**config.mk**
```make
export PLATFORM = sky130hd
export DESIGN_NAME = vt_trace_and_auto_ais_control
export DESIGN_NICKNAME = d
export VERILOG_FILES = /design/src/design/vt_trace_pkg.sv /design/src/design/vt_trace_and_auto_ais_control.sv
export VERILOG_INCLUDE_DIRS = /design/src /design/src/design
export SDC_FILE = /design/constraint.sdc
export NUM_CORES = 2
export LEC_CHECK = 0
export ABC_AREA = 1
export BUFFER_PORTS_ARGS = -buffer_cell sky130_fd_sc_hd__buf_2
export CORE_MARGIN = 5
export CORE_UTILIZATION = 56
export DETAILED_ROUTE_END_ITERATION = 6
export PLACE_DENSITY = 0.73
export SLEW_MARGIN = 20
export SYNTH_ARGS = -nofsm -noshare
export SYNTH_HDL_FRONTEND = slang
export SYNTH_SLANG_ARGS = --single-unit
export TNS_END_PERCENT = 10
```
**constraint.sdc**
```tcl
create_clock -name sys_clk -period 3.1 [get_ports sys_clk]
set_input_delay 0.31 -clock sys_clk [delete_from_list [all_inputs] [get_ports sys_clk]]
set_output_delay 0.31 -clock sys_clk [all_outputs]
set_load 0.01 [all_outputs]
```
**src/design/vt_trace_consts.svh**
```systemverilog
`ifndef VT_TRACE_CONSTS_SVH
`define VT_TRACE_CONSTS_SVH
// Register offsets on the 8-bit register port.
`define CTRL_OFS 8'h71
`define AAIS1_OFS 8'h72
`define INT_STAT_OFS 8'h74
`define INT_MASK_OFS 8'h75
`define BUF_ADDR_OFS 8'h76
`define BUF_DATA_OFS 8'h77
// Writable bits; everything else is reserved and reads zero.
`define CTRL_WMASK 8'hdf
`define AAIS1_WMASK 8'h36
`define INT_WMASK 8'h07
// Tandem connection codes.
`define TC_16 2'h1
`define TC_1 2'h3
// Last byte index for each length code.
`define LAST_1 6'h00
`define LAST_16 6'h0f
`define LAST_64 6'h3f
// Persistence thresholds.
`define THR_LOW 3'h3
`define THR_HIGH 3'h5
`define LINE_FEED 8'h0a
`define START_BIT 7
// Interrupt status bits.
`define INT_NEW 0
`define INT_AIS_ON 1
`define INT_AIS_OFF 2
`endif

```
**src/design/vt_trace_pkg.sv**
```systemverilog
package vt_trace_pkg;
   typedef struct packed {
      logic [1:0] tc_en;
      logic rsvd;
      logic buf_sel;
      logic thr;
      logic msg_type;
      logic [1:0] len;
   } ctrl_s;
   typedef struct packed {
      logic ais;
      logic uneq;
      logic lop;
      logic plm;
   } defects_s;
   typedef struct packed {
      logic valid;
      logic [7:0] data;
   } trace_in_s;
   typedef enum logic [1:0] {HUNT = 2'b01, FILL = 2'b10} phase_e;
   typedef logic [63:0][7:0] msg_t;
   typedef struct packed {
      ctrl_s ctrl;
      logic [7:0] aais1;
      logic [2:0] int_stat;
      logic [2:0] int_mask;
      logic [5:0] buf_addr;
      logic [7:0] rdata;
      logic irq;
      logic ais_out;
      logic tc_active;
      phase_e phase;
      logic [5:0] widx;
      logic mis;
      logic [2:0] pcnt;
      msg_t cap;
      msg_t act;
      msg_t exp;
   } state_s;
endpackage

```
**src/design/vt_trace_and_auto_ais_control.sv**
```systemverilog
// The plain strobed port and the address map were left to the implementer.
`timescale 1ns/1ns
`default_nettype none
`include "vt_trace_consts.svh"

module vt_trace_and_auto_ais_control (
   input wire logic sys_clk,
   input wire logic nrst,
   input wire logic [7:0] bus_addr,
   input wire logic [7:0] bus_wdata,
   input wire logic bus_wr,
   input wire logic bus_rd,
   output logic [7:0] bus_rdata,
   input wire vt_trace_pkg::trace_in_s j2_in,
   input wire vt_trace_pkg::trace_in_s n2_in,
   input wire vt_trace_pkg::defects_s defects,
   input wire logic ais_master_en,
   output logic ais_insert,
   output logic tc_active,
   output logic irq
);

   vt_trace_pkg::state_s s;
   vt_trace_pkg::state_s n;

   // Length code to index of the last byte of a message.
   function automatic logic [5:0] last_idx(input logic [1:0] len);
      if (len[1])
         last_idx = `LAST_64;
      else if (len[0])
         last_idx = `LAST_16;
      else
         last_idx = `LAST_1;
   endfunction

   // Persistence count needed before a message is accepted.
   function automatic logic [2:0] thr_cnt(input logic thr);
      thr_cnt = thr ? `THR_HIGH : `THR_LOW;
   endfunction

   // Source selection and per-byte working values.
   logic tc_on;
   vt_trace_pkg::trace_in_s src;
   logic [7:0] b;
   logic [5:0] idx;
   logic [5:0] last;
   logic start;
   logic take;
   logic done;
   logic abort;
   logic mis_n;
   logic [2:0] cnt_n;
   logic new_msg;
   logic ais_want;
   logic [2:0] ev;

   always_comb
   begin
      n = s;
      tc_on = (s.ctrl.tc_en == `TC_16) || (s.ctrl.tc_en == `TC_1);
      // Tandem mode takes the N2 stream into the same buffers.
      src = tc_on ? n2_in : j2_in;
      b = src.data;
      last = last_idx(s.ctrl.len);
      start = s.ctrl.msg_type && b[`START_BIT];
      take = 1'b0;
      done = 1'b0;
      abort = 1'b0;
      idx = start ? 6'h00 : s.widx;
      mis_n = s.mis;
      cnt_n = s.pcnt;
      new_msg = 1'b0;

      // Boundary hunting and byte assembly.
      if (src.valid)
      begin
         unique case (s.phase)
            vt_trace_pkg::HUNT:
            begin
               if (start)
                  take = 1'b1;
               else if (!s.ctrl.msg_type && b == `LINE_FEED)
               begin
                  n.phase = vt_trace_pkg::FILL;
                  n.widx = 6'h00;
               end
            end
            vt_trace_pkg::FILL:
               take = s.ctrl.msg_type ? 1'b1 : 1'b1;
         endcase
      end

      // A type 1 start byte in mid-message means the last one was short.
      if (take && start && s.phase == vt_trace_pkg::FILL && s.widx != 6'h00)
         cnt_n = 3'h0;

      if (take)
      begin
         mis_n = ((idx == 6'h00) ? 1'b0 : s.mis) | (s.cap[idx] != b);
         n.cap[idx] = b;
         if (!s.ctrl.msg_type)
         begin
            // Line feed closes the message and must land on the last byte.
            if (b == `LINE_FEED)
            begin
               done = (idx == last);
               abort = (idx != last);
               n.widx = 6'h00;
            end
            else if (idx == last)
            begin
               abort = 1'b1;
               n.phase = vt_trace_pkg::HUNT;
            end
            else
               n.widx = idx + 6'h01;
         end
         else if (idx == last)
         begin
            done = 1'b1;
            n.widx = 6'h00;
            n.phase = vt_trace_pkg::HUNT;
         end
         else
         begin
            n.widx = idx + 6'h01;
            n.phase = vt_trace_pkg::FILL;
         end
         n.mis = mis_n;
      end

      // Persistence: identical messages in a row, saturating at the top threshold.
      if (abort)
         cnt_n = 3'h0;
      else if (done)
      begin
         if (mis_n)
            cnt_n = 3'h1;
         else if (cnt_n < `THR_HIGH)
            cnt_n = cnt_n + 3'h1;
         // Only the step onto the threshold loads, so one event per new message.
         if (cnt_n == thr_cnt(s.ctrl.thr) && cnt_n != s.pcnt)
         begin
            n.act = n.cap;
            new_msg = 1'b1;
         end
      end
      n.pcnt = cnt_n;

      // Auto AIS-V toward the egress E1 side, held only while a defect stands.
      ais_want = ais_master_en &&
         ((s.aais1[5] && defects.ais) ||
          (s.aais1[4] && defects.uneq) ||
          (s.aais1[2] && defects.lop) ||
          (s.aais1[1] && defects.plm));
      n.ais_out = ais_want;
      n.tc_active = tc_on;

      ev = 3'h0;
      ev[`INT_NEW] = new_msg;
      ev[`INT_AIS_ON] = ais_want && !s.ais_out;
      ev[`INT_AIS_OFF] = !ais_want && s.ais_out;

      // Register writes; reserved bits are masked away.
      n.int_stat = s.int_stat;
      if (bus_wr)
      begin
         unique case (bus_addr)
            `CTRL_OFS: n.ctrl = bus_wdata & `CTRL_WMASK;
            `AAIS1_OFS: n.aais1 = bus_wdata & `AAIS1_WMASK;
            `INT_STAT_OFS: n.int_stat = s.int_stat & ~bus_wdata[2:0];
            `INT_MASK_OFS: n.int_mask = bus_wdata[2:0];
            `BUF_ADDR_OFS: n.buf_addr = bus_wdata[5:0];
            `BUF_DATA_OFS: n.exp[s.buf_addr] = bus_wdata;
            default: ;
         endcase
      end
      // A new event wins over a clear in the same cycle.
      n.int_stat = n.int_stat | ev;
      n.irq = |(n.int_stat & n.int_mask);

      // Read data stands only in the cycle after the strobe.
      n.rdata = 8'h00;
      if (bus_rd)
      begin
         unique case (bus_addr)
            `CTRL_OFS: n.rdata = s.ctrl & `CTRL_WMASK;
            `AAIS1_OFS: n.rdata = s.aais1 & `AAIS1_WMASK;
            `INT_STAT_OFS: n.rdata = {5'h00, s.int_stat};
            `INT_MASK_OFS: n.rdata = {5'h00, s.int_mask};
            `BUF_ADDR_OFS: n.rdata = {2'h0, s.buf_addr};
            `BUF_DATA_OFS: n.rdata = s.ctrl.buf_sel ? s.exp[s.buf_addr]
                                                     : s.act[s.buf_addr];
            default: n.rdata = 8'h00;
         endcase
      end
   end

   // Every bit starts at zero except the hunt state.
   always_ff @(posedge sys_clk or negedge nrst)
   begin
      if (!nrst)
      begin
         s <= '0;
         s.phase <= vt_trace_pkg::HUNT;
      end
      else
         s <= n;
   end

   assign bus_rdata = s.rdata;
   assign ais_insert = s.ais_out;
   assign tc_active = s.tc_active;
   assign irq = s.irq;
endmodule
`default_nettype wire

```
Word-level counts from Yosys, hierarchy flattened
Index checks and enable logic that the tools add are counted.
Widths: inputs -> output; s select.
{"block": "totals", "register_bits": 1582, "in_bits": 43, "elab_cells": 326, "output_inout_bits": 11}
{"block": "op_classes", "add_sub_neg": 2, "reduce_logical": 30, "n_lt_le_gt_ge": 5, "mux": 58, "bitwise_logic": 6, "n_eq_ne": 16}
{"op": "$bwmux 512", "n": 2}
{"op": "$mux 512", "n": 1}
{"op": "$bmux 8 s6", "n": 3}
{"op": "$mux 8", "n": 13}
{"op": "$demux 8 s6", "n": 2}
{"op": "$eq 8x7->1 const B", "n": 6}
{"op": "$pmux 8 s6", "n": 1}
{"op": "$mux 3", "n": 10}
{"op": "$mux 6", "n": 5}
{"op": "$mux 9", "n": 2}
{"op": "$logic_and 1x1->1", "n": 15}
{"op": "$lt 6x7->1 const B", "n": 2}
{"op": "$mux 1", "n": 14}
{"op": "$ge 6x1->1 const B", "n": 2}
{"op": "$mux 12", "n": 1}
{"op": "$eq 8x4->1 const B", "n": 1}
{"op": "$ne 8x8->1", "n": 1}
{"op": "$reduce_and 2->1", "n": 4}
{"op": "$add 6x1->6 const B", "n": 1}
{"op": "$and 3x3->3", "n": 2}
{"op": "$eq 6x6->1", "n": 1}
{"op": "$logic_not 6->1", "n": 1}
{"op": "$ne 6x6->1", "n": 1}
{"op": "$reduce_bool 6->1", "n": 1}
{"op": "other kinds (17)", "n": 25}

Longest topological paths before layout
{"block": "depth", "ltp_word": 24, "depth_mapped": 32, "depth_no_buf": 28}

Worst setup path after synthesis
Ideal clock, no wire load.
{"block": "synth_timing", "kind": "register to register", "start": "register s[1585] (netlist bit)", "end": "register s[873] (netlist bit)", "path_buffers": 5, "t_arrival_ns": 3.067, "setup_time_ns": 0.134, "required_time_ns": 2.966, "path_slack_ns": -0.101, "period_less_slack_ns": 3.201, "path_stages_with_launch": 24, "cell_sequence": "dfrtp_1 inv_2 nand2_2 nand3_4 nand2_4 inv_2 buf_2 buf_2 nand2_1 or4_1 a21oi_2 ha_1 nor2_1 nor3_2 nand2_1 clkinv_1 nand2_1 inv_2 nand3_4 buf_6 buf_6 buf_2 nand2_1 o21ai_0"}
{"block": "synth_between", "elab_chain_cells": 19, "word_cells_on_any_way": 48, "classes_between": "add/sub: 1; order compare: 3; eq/ne: 8; mux: 25; bitwise: 2; reduce/logical: 9"}
{"element": "from (decl)", "line": "vt_trace_and_auto_ais_control.sv:23", "text": "vt_trace_pkg::state_s s;"}
{"element": "from (signal assigned)", "line": "vt_trace_and_auto_ais_control.sv:208", "text": "s <= n;"}
{"element": "$eq 2x1->1 (no source line) / $eq 2x2->1 (equally long branches)"}
{"element": "$logic_or 1x1->1 (*)", "line": "vt_trace_and_auto_ais_control.sv:60", "text": "tc_on = (s.ctrl.tc_en == `TC_16) || (s.ctrl.tc_en == `TC_1);"}
{"element": "$mux 9 (*)", "line": "vt_trace_and_auto_ais_control.sv:62", "text": "src = tc_on ? n2_in : j2_in;"}
{"element": "parallel branches: the longest is 16 deep, another holds $bmux 8 s6"}
Mark *: on every way between the ends. The select of a mux whose other input is x is not followed.
A chain may end at the register's enable or synchronous reset.

Worst setup path after layout
{"block": "layout_timing", "start": "register s[1585] (netlist bit)", "end": "register s[961] (netlist bit)"}
Same word-level chain as after synthesis.

==> impl_metrics.toml <==
[global_routing]
grt_usage_pct = 36.5
grt-ovfl-total = 0
grt_start_max_net_pins = 154
grt_pass1_wl_mm = 381
grt_pass1_vias = 63300
antenna_found_initial = 8

[setup_path]
end_kind = "register"
required_ns = 3.78
max_stage_delay_ns = 0.46
startpoint_type = "register"
r2r_slack_ns = -0.93
cp_slowest_cell = "dfrtp_2"
path_common_cell = "nand2_1"
crit_family = "simple AND/OR/NAND/NOR gates"
crit_fanout = 17
crit_type = "register to register"
cp_num_buf_inv = 9
arrival_ns = 4.72

[synthesis]
synth_seq_area_share_pct = 54.8
synth_common_cells = "nand2_1 (2,835), dfrtp_1 (1,581), o21ai_0 (936)"
syn_inst = 8522
synth.avg_cell_area_um2 = 8.48
synth_most_common_cell = "nand2_1"
synth_fp_nets = 8569
ys_warn_count = 0
synth_area_leader_cell = "dfrtp_1"
synth_flop_cell = "dfrtp_1"
synth-edff-count = 0
yosysTopAreaCellShare_pct = 54.8
netlist_area_um2 = 72200
synthArstFlopShare_pct = 100
yosys_register_bits = 1582
ys_types = 49
synthTopCellsByArea = "dfrtp_1 (55%), nand2_1 (15%), o21ai_0 (6.5%)"

[sta]
tightest_slew_ns = 1.05
post-route-period-util_pct = 130
max_freq_mhz = 248
setup_viol = 765
rsz0062_at_grt = "true"
slew_headroom_pct = 30.2
fin_crit_ns = 4.03
fin_ws_ns = -0.934
finClkSkew_ns = 0.0446
hold_viol = 0
drv_slew = 0

[drt]
via_count = 66600
routed_via_density = 6.20
wl_mm = 259
route.detailed.drc = 0
drtPass1Iterations = 7
drt_iter0_markers = 8955
post_drt_wl_per_cell_um = 24.1
final_antenna_net_count = 0

[placed_design]
place_congestion = 0.972
hpwl_mm = 165
port_buffers = 53

[outcome]
status = "complete, but fails checks"
violations = "negative setup slack"

[power]
power_density_nw_per_um2 = 648
peakVddDrop_uv = 530
leakagePower_nw = 43.6
power.total_w = 0.0575

[cts]
cts.clk_slew.worst_paths_ns = 0.06
ctsLongestPathBuffers = 3
clock_sinks = 1582
cts_buffers = 167
h-tree-depth = 4
clock_tree.root_cell = "clkbuf_16"
cts_tree = "done"
worstSkewPairLatency_ns = 0.82

[layout]
nets = 8986
synthToLayoutAreaGrowth_pct = 22.8
layout-drive-gt1-share_pct = 15.9
final_util_pct = 69.4
fillers = 9604

[floorplan]
die_x_um = 369
start_util_pct = 56.5
core_region_area_um2 = 128000
num_rows = 131
dieArea_um2 = 136000
ios = 54
die_h_um = 369

[hold_path]
min_path_type = "input pin to asynchronous set/reset pin"

[flow_run]
maxCapViolCount = 0
cell usage in the layout, fill, tap and decap left out, types with 9 or more instances in the layout:
cell type / synthesis / layout
nand2_1: 2835 / 2692
dfrtp_1: 1581 / 1579
o21ai_0: 936 / 784
inv_1: 714 / 705
o21a_1: 488 / 488
buf_4: 20 / 486
o21ai_1: 223 / 317
nand3_1: 335 / 297
clkbuf_16: 0 / 200
buf_12: 0 / 197
a22oi_1: 160 / 160
a221oi_1: 126 / 123
nand4_1: 117 / 117
nand2_2: 2 / 108
a22o_1: 93 / 93
nor2_1: 105 / 81
buf_2: 124 / 52
o21ai_2: 0 / 49
nand3b_1: 38 / 38
clkbuf_1: 425 / 38
nand2_4: 1 / 36
nand3_2: 0 / 36
buf_6: 5 / 36
clkinv_2: 0 / 33
clkbuf_8: 0 / 31
nor2_2: 6 / 24
a21oi_1: 26 / 23
a41oi_1: 22 / 22
buf_16: 0 / 19
a31oi_1: 16 / 16
buf_8: 0 / 16
inv_2: 12 / 15
nor3_1: 23 / 14
bufinv_16: 0 / 14
inv_6: 0 / 13
dlygate4sd3_1: 0 / 11
nor3_2: 1 / 10
o21ai_4: 0 / 9
area by class of cell:
type / count / area [um^2] / share of cell area (%)
Clock inverter: 66 / 841 / 0.947
Sequential cell: 1582 / 39600 / 44.6
Clock buffer: 238 / 4800 / 5.41
Tap cell: 1662 / 2080 / 2.34
Timing Repair Buffer: 849 / 9940 / 11.2
Multi-Input combinational cell: 5610 / 28700 / 32.3
Inverter: 729 / 2780 / 3.14
Antenna cell: 8 / 20.0 / 0.0226
logic make-up after synthesis:
family                   share of synthesized area (%)
AO/OA/AOI/OAI                                     18.3
XOR/XNOR                                        0.0364
adder cells (fa/ha/maj)                         0.0693
buffers and inverters                             7.29
flip-flops                                        54.8
AND/OR/NAND/NOR                                   19.5
metrics by stage:
stage	area [um^2]	cells	hold WS, ns	setup TNS [ns]	setup slack [ns]
3_3_place_gp	79700	10300	0.232	-521.65	-1.08
4_1_cts	86600	10700	0.0101	-366.53	-0.739
3_5_place_dp	79700	10300	0.215	-525.80	-1.09
2_1_floorplan	72300	8522	0.0144	-3.59	-0.0193
5_1_grt	88700	10700	0.0564	-581.61	-1.07
6_report	88700	10700	0.0487	-477.08	-0.934
timing repair:
action / CTS / global route
setup buffers: 31 / 24
pin swaps: 30 / 35
hold buffers: 11 / 0
gates cloned: 12 / 45
hold endpoints to repair: 675 / 0
endpoints found under the setup margin: 619 / 900
resized for setup: 200 / 369
worst paths after layout:
check,start,to,depth (start not counted)
max,s[1585],s[961],32
min,nrst,s[539],2
max reg2reg,s[1585],s[961],32
min reg2reg,s[379],s[379],2
max in group asynchronous,nrst,s[489],3
min in group sys_clk,bus_addr[2],bus_rdata[2],7
power by group:
group          total [W]  internal, W  switching, W
sequential        0.0221       0.0215      0.000605
clock             0.0207       0.0120       0.00872
combinational     0.0147      0.00542       0.00928
total             0.0575       0.0389        0.0186
metal layers:
layer / up-vias / global-route usage, % / share of wire [%]
met3: 918 / 9.52 / 13
li1: 29000 / - / -
met4: 2 / 18.5 / 6.0
met1: 32400 / 50.5 / 39
met2: 4301 / 53.5 / 43
met5: - / 0 / 0.0050
sequential cells by signal (all words and copies together), names as in the netlist:
name / flops
ais_insert: 1
tc_active: 1
s: 1571
irq: 1
bus_rdata: 8
(Power assumes the default switching activity.)
